File: src/logic/alarm_pkg.sv
package alarm_pkg;

    // core clock and interrupt pulse timing
    localparam int CLK_PERIOD_NS   = 25;
    localparam int ALERT_PULSE_NS  = 1000;
    // least time, so round up to whole cycles
    localparam int ALERT_PULSE_CYC =
        (ALERT_PULSE_NS + CLK_PERIOD_NS - 1) / CLK_PERIOD_NS;
    localparam int PULSE_W         = 6;

    localparam int LANES           = 12;
    localparam int FLAG_W          = 16;
    localparam int SYNC_W          = 20;
    // edges the pin synchroniser needs to refill after reset
    localparam int STRAP_WAIT_CYC  = 2;

    // management bus target address
    localparam logic [6:0] DEV_ADDR = 7'h50;

    // register pointers on the management bus
    localparam logic [7:0] REG_SUMMARY = 8'h00;
    localparam logic [7:0] REG_TX_LO   = 8'h01;
    localparam logic [7:0] REG_TX_HI   = 8'h02;
    localparam logic [7:0] REG_RX_LO   = 8'h03;
    localparam logic [7:0] REG_RX_HI   = 8'h04;

    // summary byte: bit 7 engine type, bits 3:0 module flags
    localparam int SUM_RX_BIT = 7;

    // clear masks over the flat flag vector
    localparam logic [15:0] CLR_SUMMARY = 16'h000f;
    localparam logic [15:0] CLR_LANE_LO = 16'h0ff0;
    localparam logic [15:0] CLR_LANE_HI = 16'hf000;
    localparam logic [15:0] FLAGS_RST   = 16'h0000;

    // flat order: [15:4] lanes, [3] temp high, [2] temp low,
    // [1] vcc high, [0] vcc low
    typedef struct packed {
        logic [11:0] lane_flag;
        logic        temp_high;
        logic        temp_low;
        logic        vcc_high;
        logic        vcc_low;
    } alarm_vec_s;

    // management bus target states, gray along the usual path
    typedef enum logic [2:0] {
        ST_IDLE     = 3'b000,
        ST_ADDR     = 3'b001,
        ST_ADDR_ACK = 3'b011,
        ST_PTR      = 3'b010,
        ST_PTR_ACK  = 3'b110,
        ST_RD       = 3'b111,
        ST_RD_ACK   = 3'b101
    } mgmt_state_e;

    // read byte for a pointer; other direction reads as zero
    function automatic logic [7:0] reg_byte(input logic [7:0] p,
                                            input alarm_vec_s f,
                                            input logic       rx);
        logic [7:0] b;
        b = 8'h00;
        case (p)
            REG_SUMMARY: b = {rx, 3'h0, f.temp_high, f.temp_low,
                              f.vcc_high, f.vcc_low};
            REG_TX_LO:   b = rx ? 8'h00 : f.lane_flag[7:0];
            REG_TX_HI:   b = rx ? 8'h00 : {4'h0, f.lane_flag[11:8]};
            REG_RX_LO:   b = rx ? f.lane_flag[7:0] : 8'h00;
            REG_RX_HI:   b = rx ? {4'h0, f.lane_flag[11:8]} : 8'h00;
            default:     b = 8'h00;
        endcase
        return b;
    endfunction

    // flags cleared by reading a pointer
    function automatic logic [15:0] clr_mask(input logic [7:0] p,
                                             input logic       rx);
        logic [15:0] m;
        m = 16'h0000;
        case (p)
            REG_SUMMARY: m = CLR_SUMMARY;
            REG_TX_LO:   m = rx ? 16'h0000 : CLR_LANE_LO;
            REG_TX_HI:   m = rx ? 16'h0000 : CLR_LANE_HI;
            REG_RX_LO:   m = rx ? CLR_LANE_LO : 16'h0000;
            REG_RX_HI:   m = rx ? CLR_LANE_HI : 16'h0000;
            default:     m = 16'h0000;
        endcase
        return m;
    endfunction

endpackage

File: src/logic/sync2.sv
`timescale 1ns/10ps
`default_nettype none

module sync2 #(
    parameter int WIDTH = 1
) (
    input  wire logic             core_clk,
    input  wire logic             rstn,
    input  wire logic [WIDTH-1:0] async_in,
    output var  logic [WIDTH-1:0] sync_out
);

    logic [WIDTH-1:0] meta_q;

    // first stage is read by the second stage only
    always_ff @(posedge core_clk or negedge rstn) begin
        if (!rstn) begin
            meta_q   <= '0;
            sync_out <= '0;
        end else begin
            meta_q   <= async_in;
            sync_out <= meta_q;
        end
    end

endmodule

`default_nettype wire

File: src/logic/optical_engine_alarm_flags.sv
`timescale 1ns/10ps
`default_nettype none

module optical_engine_alarm_flags (
    input  wire logic                 core_clk,
    input  wire logic                 rstn,
    input  wire alarm_pkg::alarm_vec_s cond_raw,
    input  wire logic                 engine_is_rx,
    input  wire logic                 module_sel_n,
    input  wire logic                 scl_in,
    input  wire logic                 sda_in,
    output var  logic                 sda_out,
    output var  logic                 sda_oe,
    output var  logic                 alert_pulse_n,
    output var  alarm_pkg::alarm_vec_s flags,
    output var  logic                 engine_rx
);
    import alarm_pkg::*;

    ////////////////////////////////////////////////////////////////////
    // input synchronisers
    logic [SYNC_W-1:0] sync_vec;
    alarm_vec_s        cond_s;
    logic              rx_s;
    logic              sel_n_s;
    logic              scl_s;
    logic              sda_s;

    sync2 #(.WIDTH(SYNC_W)) u_sync (
        .core_clk (core_clk),
        .rstn     (rstn),
        .async_in ({cond_raw, engine_is_rx, module_sel_n, scl_in, sda_in}),
        .sync_out (sync_vec)
    );

    // unpack synchronised pins
    assign cond_s  = alarm_vec_s'(sync_vec[19:4]);
    assign rx_s    = sync_vec[3];
    assign sel_n_s = sync_vec[2];
    assign scl_s   = sync_vec[1];
    assign sda_s   = sync_vec[0];

    ////////////////////////////////////////////////////////////////////
    // engine type strap
    logic       strap_done_q;
    logic [1:0] strap_wait_q;
    logic       rx_q;

    // reset flushes the synchroniser, so let it refill before taking
    // the strap; otherwise every engine would read as a transmitter
    always_ff @(posedge core_clk or negedge rstn) begin
        if (!rstn) begin
            strap_done_q <= 1'b0;
            strap_wait_q <= '0;
            rx_q         <= 1'b0;
        end else if (strap_wait_q != 2'(STRAP_WAIT_CYC)) begin
            strap_wait_q <= strap_wait_q + 2'd1;
        end else if (!strap_done_q) begin
            strap_done_q <= 1'b1;
            rx_q         <= rx_s;
        end
    end

    ////////////////////////////////////////////////////////////////////
    // alarm flags
    mgmt_state_e st_q;
    logic [7:0]  ptr_q;
    logic        ld;
    logic [15:0] clr_vec;
    logic [15:0] set_vec;
    logic [15:0] flags_flat;
    logic        new_event;
    assign set_vec    = 16'(cond_s);
    assign flags_flat = 16'(flags);
    assign clr_vec    = ld ? clr_mask(ptr_q, rx_q) : 16'h0000;
    // only a flag going from clear to set counts as a new alarm
    assign new_event  = |(set_vec & ~flags_flat);
    // sticky flags, clear on read; a set in the clear cycle wins
    always_ff @(posedge core_clk or negedge rstn) begin
        if (!rstn) begin
            flags <= alarm_vec_s'(FLAGS_RST);
        end else begin
            flags <= alarm_vec_s'((flags_flat & ~clr_vec) | set_vec);
        end
    end

    ////////////////////////////////////////////////////////////////////
    // interrupt pulse
    logic [PULSE_W-1:0] pulse_cnt_q;
    logic [PULSE_W-1:0] pulse_cnt_d;
    // a new alarm during a pulse restarts it rather than being lost
    always_comb begin
        if (new_event) begin
            pulse_cnt_d = PULSE_W'(ALERT_PULSE_CYC);
        end else if (pulse_cnt_q != '0) begin
            pulse_cnt_d = pulse_cnt_q - PULSE_W'(1);
        end else begin
            pulse_cnt_d = '0;
        end
    end

    always_ff @(posedge core_clk or negedge rstn) begin
        if (!rstn) begin
            pulse_cnt_q   <= '0;
            alert_pulse_n <= 1'b1;
            engine_rx     <= 1'b0;
        end else begin
            pulse_cnt_q   <= pulse_cnt_d;
            alert_pulse_n <= (pulse_cnt_d == '0);
            engine_rx     <= rx_q;
        end
    end

    ////////////////////////////////////////////////////////////////////
    // management bus target
    logic       scl_p_q;
    logic       sda_p_q;
    logic       rise;
    logic       fall;
    logic       start;
    logic       stop;
    logic [3:0] cnt_q;
    logic [7:0] sh_q;
    logic [7:0] tx_q;
    logic       rw_q;
    logic       nack_q;
    logic [7:0] rd_byte;
    assign rise    = scl_s & ~scl_p_q;
    assign fall    = ~scl_s & scl_p_q;
    assign start   = scl_s & scl_p_q & sda_p_q & ~sda_s;
    assign stop    = scl_s & scl_p_q & ~sda_p_q & sda_s;
    assign rd_byte = reg_byte(ptr_q, flags, rx_q);
    // a byte is loaded for the host at these falls
    assign ld = fall && !start && !stop &&
                ((st_q == ST_ADDR_ACK && rw_q) ||
                 (st_q == ST_RD_ACK && !nack_q));
    // previous line levels for edge and condition detection
    always_ff @(posedge core_clk or negedge rstn) begin
        if (!rstn) begin
            scl_p_q <= 1'b1;
            sda_p_q <= 1'b1;
            sda_out <= 1'b0;
        end else begin
            scl_p_q <= scl_s;
            sda_p_q <= sda_s;
            sda_out <= 1'b0; // open drain: only ever pulls low
        end
    end

    // byte engine; data changes only after scl falls
    always_ff @(posedge core_clk or negedge rstn) begin
        if (!rstn) begin
            st_q   <= ST_IDLE;
            cnt_q  <= '0;
            sh_q   <= '0;
            tx_q   <= '0;
            ptr_q  <= REG_SUMMARY;
            rw_q   <= 1'b0;
            nack_q <= 1'b0;
            sda_oe <= 1'b0;
        end else if (stop) begin
            st_q   <= ST_IDLE;
            sda_oe <= 1'b0;
        end else if (start) begin
            st_q   <= ST_ADDR;
            cnt_q  <= '0;
            sda_oe <= 1'b0;
        end else begin
            case (st_q)
                ST_ADDR: begin
                    if (rise) begin
                        sh_q  <= {sh_q[6:0], sda_s};
                        cnt_q <= cnt_q + 4'd1;
                    end else if (fall && cnt_q == 4'd8) begin
                        // deselected engines stay off the bus
                        if (sh_q[7:1] == DEV_ADDR && !sel_n_s) begin
                            sda_oe <= 1'b1;
                            rw_q   <= sh_q[0];
                            st_q   <= ST_ADDR_ACK;
                        end else begin
                            st_q <= ST_IDLE;
                        end
                    end
                end
                ST_PTR: begin
                    if (rise) begin
                        sh_q  <= {sh_q[6:0], sda_s};
                        cnt_q <= cnt_q + 4'd1;
                    end else if (fall && cnt_q == 4'd8) begin
                        ptr_q  <= sh_q;
                        sda_oe <= 1'b1;
                        st_q   <= ST_PTR_ACK;
                    end
                end
                ST_PTR_ACK: begin
                    if (fall) begin
                        sda_oe <= 1'b0;
                        cnt_q  <= '0;
                        st_q   <= ST_PTR;
                    end
                end
                ST_RD: begin
                    if (fall) begin
                        if (cnt_q == 4'd8) begin
                            sda_oe <= 1'b0;
                            st_q   <= ST_RD_ACK;
                        end else begin
                            tx_q   <= {tx_q[6:0], 1'b0};
                            sda_oe <= ~tx_q[6];
                            cnt_q  <= cnt_q + 4'd1;
                        end
                    end
                end
                ST_ADDR_ACK, ST_RD_ACK: begin
                    if (rise) begin
                        nack_q <= sda_s;
                    end
                    if (ld) begin
                        tx_q   <= rd_byte;
                        sda_oe <= ~rd_byte[7];
                        cnt_q  <= 4'd1;
                        ptr_q  <= ptr_q + 8'd1;
                        nack_q <= 1'b0;
                        st_q   <= ST_RD;
                    end else if (fall && st_q == ST_ADDR_ACK) begin
                        sda_oe <= 1'b0;
                        cnt_q  <= '0;
                        st_q   <= ST_PTR;
                    end else if (fall) begin
                        // host said no more bytes
                        sda_oe <= 1'b0;
                        st_q   <= ST_IDLE;
                    end
                end
                default: begin
                    sda_oe <= 1'b0;
                end
            endcase
        end
    end
endmodule

`default_nettype wire

File: config.mk
export PLATFORM = sky130hd
export DESIGN_NAME = optical_engine_alarm_flags
export DESIGN_NICKNAME = d
export VERILOG_FILES = /design/src/logic/alarm_pkg.sv /design/src/logic/sync2.sv /design/src/logic/optical_engine_alarm_flags.sv
export SDC_FILE = /design/constraint.sdc
export NUM_CORES = 1
export LEC_CHECK = 0
export CAP_MARGIN = 20
export CORE_ASPECT_RATIO = 1.1
export CORE_MARGIN = 5
export CORE_UTILIZATION = 50
export CTS_BUF_LIST = sky130_fd_sc_hd__clkbuf_16
export CTS_CLUSTER_DIAMETER = 150
export CTS_CLUSTER_SIZE = 14
export DETAILED_ROUTE_END_ITERATION = 6
export DONT_BUFFER_PORTS = 1
export PLACE_DENSITY = 0.63
export SYNTH_ARGS = -nofsm -noshare
export SYNTH_HDL_FRONTEND = slang
export SYNTH_HIERARCHICAL = 1
export SYNTH_SLANG_ARGS = --single-unit
export TNS_END_PERCENT = 1
File: constraint.sdc
create_clock -name core_clk -period 2.8 [get_ports core_clk]
set_clock_uncertainty 0.2 [all_clocks]
set_input_delay 0.28 -clock core_clk [delete_from_list [all_inputs] [get_ports core_clk]]
set_output_delay 0.28 -clock core_clk [all_outputs]
set_load 0.02 [all_outputs]
==> results.toml, run 1 <==
[critical_path]
r2r_cells = 4
cp_top_family = "simple AND/OR/NAND/NOR gates"
path_class = "flop to flop"
critPathLaunchType = "flop"
arrival_ns = 2.36
path_depth = 4
critPathBufInv = 0
cp_slowest_stage_delay_ns = 0.74
cpMaxStageDelayCell = "dfrtp_1"
critPathCaptureType = "flop"
cp_max_fo = 21
required_ns = 2.83
path_cells = "or3b_4 > a21oi_4 > nand3_2 > a21o_1"

[synthesis]
synth_top_area_share = 0.560
synth_edf_count = 0
netlist_top_cells_area = "dfrtp_1 56%, nand2_1 2.9%, nand2b_1 2.7%, ha_1 2.5%, mux2_2 2.3%"
yosysMostFrequentCell = "dfrtp_1"
async_reset_ff_frac = 1.00
synth_fp_nets = 424
synthCells = 393
synth_area_leader_cell = "dfrtp_1"
yosysSeqAreaShare = 0.578
netlist_area_um2 = 4470
ys_ff_latch = 103
ys_top_cells_by_count = "100 x dfrtp_1, 35 x nand2_1, 24 x nor2_1, 19 x nand2b_1, 16 x inv_1"
postSynthAreaPerCell_um2 = 11.4
yosys.cell_types.count = 61
ys.warnings.count = 6
synthFlopType = "dfrtp_1"

[power_and_ir_drop]
p_seq_frac = 0.519
power.internal_uw = 2470
cellLeakagePower_uw = 0.00214
swShare = 0.248
switchingPower_uw = 812
power_frac_comb = 0.088
power_density_nw_per_um2 = 646
clock_power_share = 0.393
ir_drop_mv = 0.447

[route]
wire_per_inst_um = 15.8
vias = 2989
drc = 0
wl_mm = 8.45
vias_per_cell = 5.59
drt-pass1-iter-count = 5
ant_nets = 0
first_iter_violations = 160

[clocking]
post_cts_resized = 0
path_clk_slew_ns = 0.07
clock_insertion_delay_worst_skew_ns = 0.34
cts_sinks = 103
ctsLongestPathBuffers = 2
cts_tree = "yes"
root_buffer = "clkbuf_16"
postCtsHoldBufs = 20
htree_levels = 3
numCtsBuffers = 9
cts_setup_buffers = 0

[sta]
rsz0062_at_grt = "no"
fmax_ghz = 0.428
setup_tns_ns = 0
slew_violations = 0
relSlewSlack = 0.585
worstMarginPinSlew_ns = 0.621
hold_viol = 103
finalSetupViolations = 0
hold-worst-slack_ns = -0.564
finalCriticalPeriod_ns = 2.34
period_share = 0.835

[global_routing]
grt_pass1_wl_mm = 14.9
antenna_found_initial = 0
grt.total_usage = 0.170
first_global_vias = 2986
gr-total-overflow = 0
grt_start_max_net_pins = 104

[hold_path]
hold_class = "input port to async pin"

[die]
pin_count = 42
fp.dieW_um = 100
initial_core_util = 0.509
die_h_um = 109
rows = 36
core_area_um2 = 8780
design.die.area_um2 = 10900

[place]
place_congestion = 0.861
dp.final_hpwl_mm = 5.85
io_buffers = 0

[layout]
final_layout_size_suffix_gt1_frac = 0.0998
diodes = 0
multiInputGateArea_um2 = 1760
seq_area_um2 = 2580
fin_nets = 447
nFillCells = 744
area_growth_pct = 13.7

[status]
violations = "hold timing"
outcome = "finished, violations left"

[flow_run]
maxCapViolCount = 0
placed cells by master (no fill, tap or decap), types with 3 or more instances in the layout:
cell	Yosys	final
a21oi_1	14	14
a222oi_1	3	3
inv_1	16	16
nor4_1	4	4
o2111ai_1	5	5
buf_4	1	3
xor2_1	3	3
o21ai_1	12	12
dfrtp_1	100	100
nor2_1	24	24
mux2_2	9	9
nor3_1	6	6
clkbuf_16	0	9
a32oi_1	6	6
a21o_1	13	13
a22o_1	5	5
mux2i_1	5	5
nor2b_1	7	7
nand3_1	12	12
nand2b_1	19	19
nand2_1	35	35
o21ai_0	12	12
ha_1	9	9
xnor2_1	4	4
o31ai_1	3	3
a31oi_1	5	5
nand4_1	5	5
dlygate4sd3_1	0	20
nand3b_1	3	3
dfstp_2	3	3
o21a_1	3	3
cell families after synthesis:
family	count (synthesis)	share of synthesized area
xor gates and xnor gates	7	0.0137
other	1	0.000840
adders and majority gates	9	0.0252
AOI/OAI and AO/OA	95	0.151
and+or+nand+nor	135	0.164
DFF	103	0.578
muxes	16	0.0389
buffers and inverters	27	0.0286
flip-flops by register name (all words and copies together) (netlist names):
register / cells
nack_q: 1
u_sync/meta_q: 20
rw_q: 1
strap_done_q: 1
ptr_q: 8
alert_pulse_n: 1
flags: 16
tx_q: 7
pulse_cnt_q: 6
engine_rx: 1
rx_q: 1
scl_p_q: 1
u_sync/sync_out: 20
strap_wait_q: 2
sda_p_q: 1
st_q: 3
sda_oe: 1
cnt_q: 4
sh_q: 8
routing by layer:
| layer | part of all wire | global-route usage | wire length (um) | up-vias |
|---|---|---|---|---|
| met5 | 0 | 0 | 0 | - |
| met3 | 0.048 | 0.0467 | 408 | 7 |
| met1 | 0.45 | 0.229 | 3830 | 1477 |
| li1 | - | - | - | 1450 |
| met4 | 0.0098 | 0.0500 | 83 | 0 |
| met2 | 0.49 | 0.268 | 4120 | 55 |
cell type report:
| class | count | area share |
|---|---|---|
| clock buffers | 9 | 0.0443 |
| repair buffers | 23 | 0.0438 |
| well taps | 114 | 0.0281 |
| clock inverters | 7 | 0.0177 |
| inverters | 16 | 0.0118 |
| multi-input cells | 263 | 0.346 |
| flip-flops and latches | 103 | 0.508 |
power groups by stage:
stage | registers, uW | clock network (uW) | logic (uW)
detailed placement | 1730 | 0 | 272
CTS | 1700 | 1320 | 292
finish | 1700 | 1290 | 288
global route | 1710 | 1390 | 336
floorplan | 1700 | 0 | 233
global placement | 1730 | 0 | 262
through the flow:
step           total power, uW  area, um2  cells  setup slack (ns)   util
2_1_floorplan             1930       4470    393             0.845      -
3_3_place_gp              1990       4560    499             0.577  0.520
3_5_place_dp              2000       4560    499             0.484  0.520
4_1_cts                   3320       5080    535             0.481  0.578
5_1_grt                   3440       5080    535             0.300  0.578
6_report                  3280       5080    535             0.463  0.578
final timing paths:
path                                        startpoint                             to  slack [ns]
max                                st_q[2]$_DFFE_PN0P_             flags[7]$_DFF_PN0_        0.46
min                                               rstn     u_sync/meta_q[0]$_DFF_PN0_       -0.56
max reg2reg                        st_q[2]$_DFFE_PN0P_             flags[7]$_DFF_PN0_        0.46
min reg2reg                u_sync/meta_q[19]$_DFF_PN0_  u_sync/sync_out[19]$_DFF_PN0_        0.15
max in group asynchronous                         rstn              sda_p_q$_DFF_PN1_        2.78
min in group core_clk      u_sync/meta_q[19]$_DFF_PN0_  u_sync/sync_out[19]$_DFF_PN0_        0.15
Power figures use the tool's default switching activity.
==> inputs of run 2 (changes only) <==
--- a/config.mk
+++ b/config.mk
@@ -5,6 +5,7 @@
 export SDC_FILE = /design/constraint.sdc
 export NUM_CORES = 1
 export LEC_CHECK = 0
+export ABC_AREA = 1
 export CAP_MARGIN = 20
 export CORE_ASPECT_RATIO = 1.1
 export CORE_MARGIN = 5
@@ -14,7 +15,7 @@
 export CTS_CLUSTER_SIZE = 14
 export DETAILED_ROUTE_END_ITERATION = 6
 export DONT_BUFFER_PORTS = 1
-export PLACE_DENSITY = 0.63
+export PLACE_DENSITY = 0.66
 export SYNTH_ARGS = -nofsm -noshare
 export SYNTH_HDL_FRONTEND = slang
 export SYNTH_HIERARCHICAL = 1
==> constraint.sdc (replaced) <==
create_clock -name core_clk -period 2 [get_ports core_clk]
set_clock_uncertainty 0.2 [all_clocks]
set_input_delay 0.2 -clock core_clk [delete_from_list [all_inputs] [get_ports core_clk]]
set_output_delay 0.2 -clock core_clk [all_outputs]
set_load 0.02 [all_outputs]
==> run 2 against run 1 <==
The flow still finishes with violations (hold timing). Synthesized cell count is 50% higher. Critical path depth is 3 higher. Setup slack worse by 0.37 ns. Fmax is 23% higher. Register-to-register slack worse by 0.37 ns.
==> results.toml, run 2 <==
[clocking]
cts_tree = "yes"
clock_insertion_delay_worst_skew_ns = 0.34
ctsLongestPathBuffers = 2
root_buffer = "clkbuf_16"
path_clk_slew_ns = 0.07
htree_levels = 3
postCtsHoldBufs = 20
cts_sinks = 103
numCtsBuffers = 9

[synthesis]
synth_top_area_share = 0.516
ys_top_cells_by_count = "149 x nand2_1, 100 x dfrtp_1, 77 x inv_1, 60 x nor2_1, 48 x nand3_1"
yosys.cell_types.count = 34
netlist_top_cells_area = "dfrtp_1 52%, nand2_1 12%, inv_1 6.0%, nand3_1 5.0%, nor2_1 4.6%"
async_reset_ff_frac = 1.00
synth_area_leader_cell = "dfrtp_1"
synth_edf_count = 0
netlist_area_um2 = 4850
synth_fp_nets = 619
ys.warnings.count = 6
yosysSeqAreaShare = 0.532
postSynthAreaPerCell_um2 = 8.25
yosysMostFrequentCell = "nand2_1"
synthFlopType = "dfrtp_1"
synthCells = 588
ys_ff_latch = 103

[layout]
mostFrequentLayoutCells = "149 x nand2_1, 97 x dfrtp_1, 77 x inv_1"
fin_nets = 669
final_layout_size_suffix_gt1_frac = 0.128
area_growth_pct = 16.7
final_common_cell = "nand2_1"
largest_registers = "u_sync/meta_q x20, u_sync/sync_out x20, flags x16"
diodes = 0

[route]
vias_per_cell = 4.95
drc = 0
vias = 3762
highest_layer = "met4"
wl_mm = 9.75
wire_per_inst_um = 12.8
dr_wl_met2_mm = 4.68
wl_met1_mm = 4.56
drt-pass1-iter-count = 5
ant_nets = 0
route.met3.wl_um = 421
first_iter_violations = 196

[critical_path]
critPathCaptureType = "flop"
critPathLaunchType = "flop"
cp_max_fo = 10
r2r_cells = 7
path_class = "flop to flop"
arrival_ns = 1.91
regToRegSetupSlack_ns = 0.1
required_ns = 2.01

[sta]
hold_viol = 103
rsz0062_at_grt = "yes"
slew_violations = 0
period_share = 0.951
setup_tns_ns = 0
setup_ws_ns = 0.0974
finalSetupViolations = 0
hold-worst-slack_ns = -0.654
finalCriticalPeriod_ns = 1.90
fmax_ghz = 0.526

[flow_run]
maxCapViolCount = 0

[die]
design.die.area_um2 = 11800
fp.dieW_um = 104
die_h_um = 113
initial_core_util = 0.514
core_area_um2 = 9440
pin_count = 42
rows = 37

[place]
dp.final_hpwl_mm = 7.14
io_buffers = 0
place_congestion = 0.886
dp_slack_ns = 0.0328

[global_routing]
antenna_found_initial = 0
gr-total-overflow = 0
grt.total_usage = 0.174
first_global_vias = 3682
grt_pass1_wl_mm = 17.0
grt_start_max_net_pins = 104

[power_and_ir_drop]
total_power_uw = 4570
cellLeakagePower_uw = 0.00290
power_density_nw_per_um2 = 808
ir_drop_mv = 0.837

[hold_path]
hold_class = "input port to async pin"

[status]
outcome = "finished, violations left"
violations = "hold timing"
-- run 2: changes by cell type in the layout (fill, tap and decap cells not counted), sizes merged, moves of 13 or more --
cell / before / now
a21o: 13 / 0
nand2b: 19 / 0
o21ai: 24 / 54
nor2: 25 / 66
nand3: 13 / 52
buf: 3 / 28
inv: 20 / 91
nand2: 35 / 156
-- run 2: kinds of logic (layout without fill, tap and decap cells) --
| group | Yosys count | in the layout | share of synthesized area |
|---|---|---|---|
| AND/OR/NAND/NOR | 297 | 297 | 0.272 |
| flip-flops | 103 | 103 | 0.532 |
| buffers and inverters | 97 | 152 | 0.0786 |
| AO/OA/AOI/OAI | 74 | 74 | 0.0807 |
| adder cells (fa/ha/maj) | 9 | 9 | 0.0232 |
| XOR/XNOR | 6 | 6 | 0.0108 |
| other | 1 | 1 | 0.000773 |
| multiplexers | 1 | 1 | 0.00232 |
-- run 2: area by class of cell --
cell class                      instances  area, um2
Clock buffer                            9        225
Clock inverter                          7       46.3
Fill cell                             840       3780
Inverter                               88        333
Multi-Input combinational cell        388       1900
Sequential cell                       103       2580
Tap cell                              117        146
Timing Repair Buffer                   48        423
-- run 2: critical path, stage by stage, from the launching register on --
cell,delay [ns]
dfstp_2,0.55
nand2_1,0.11
inv_2,0.11
nand3_2,0.12
nand2_2,0.16
inv_4,0.10
a21oi_1,0.30
o21ai_0,0.13
-- run 2: worst paths after layout --
check | end | startpoint
max in group asynchronous | alert_pulse_n$_DFF_PN1_ | rstn
setup reg to reg | flags[12]$_DFF_PN0_ | scl_p_q$_DFF_PN1_
hold reg to reg | u_sync/sync_out[12]$_DFF_PN0_ | u_sync/meta_q[12]$_DFF_PN0_
setup / recovery | flags[12]$_DFF_PN0_ | scl_p_q$_DFF_PN1_
min in group core_clk | u_sync/sync_out[12]$_DFF_PN0_ | u_sync/meta_q[12]$_DFF_PN0_
hold / removal | strap_wait_q[0]$_DFFE_PN0P_ | rstn
-- run 2: repair_timing --
action                                  CTS  global route
endpoints found under the hold margin   123           103
setup buffers                             0             1
endpoints found under the setup margin    0            28
gates resized for setup                   0             9
-- run 2: report_power, final --
| part | switching (uW) | internal (uW) |
|---|---|---|
| clock network | 774 | 847 |
| logic | 365 | 249 |
| registers | 97.4 | 2240 |
| total | 1240 | 3340 |
-- run 2: metal layers --
metal  global-route usage  up-vias
met5                    0        -
met4               0.0518        0
met3               0.0434        8
met2                0.279       44
met1                0.235     1758
li1                     -     1952
-- run 2: per-stage QoR --
step	instance area [um2]	util	std cells
6_report	5660	0.600	760
2_1_floorplan	4850	-	588
3_5_place_dp	5150	0.545	723
3_3_place_gp	5150	0.545	723
4_1_cts	5620	0.595	759
5_1_grt	5660	0.600	760
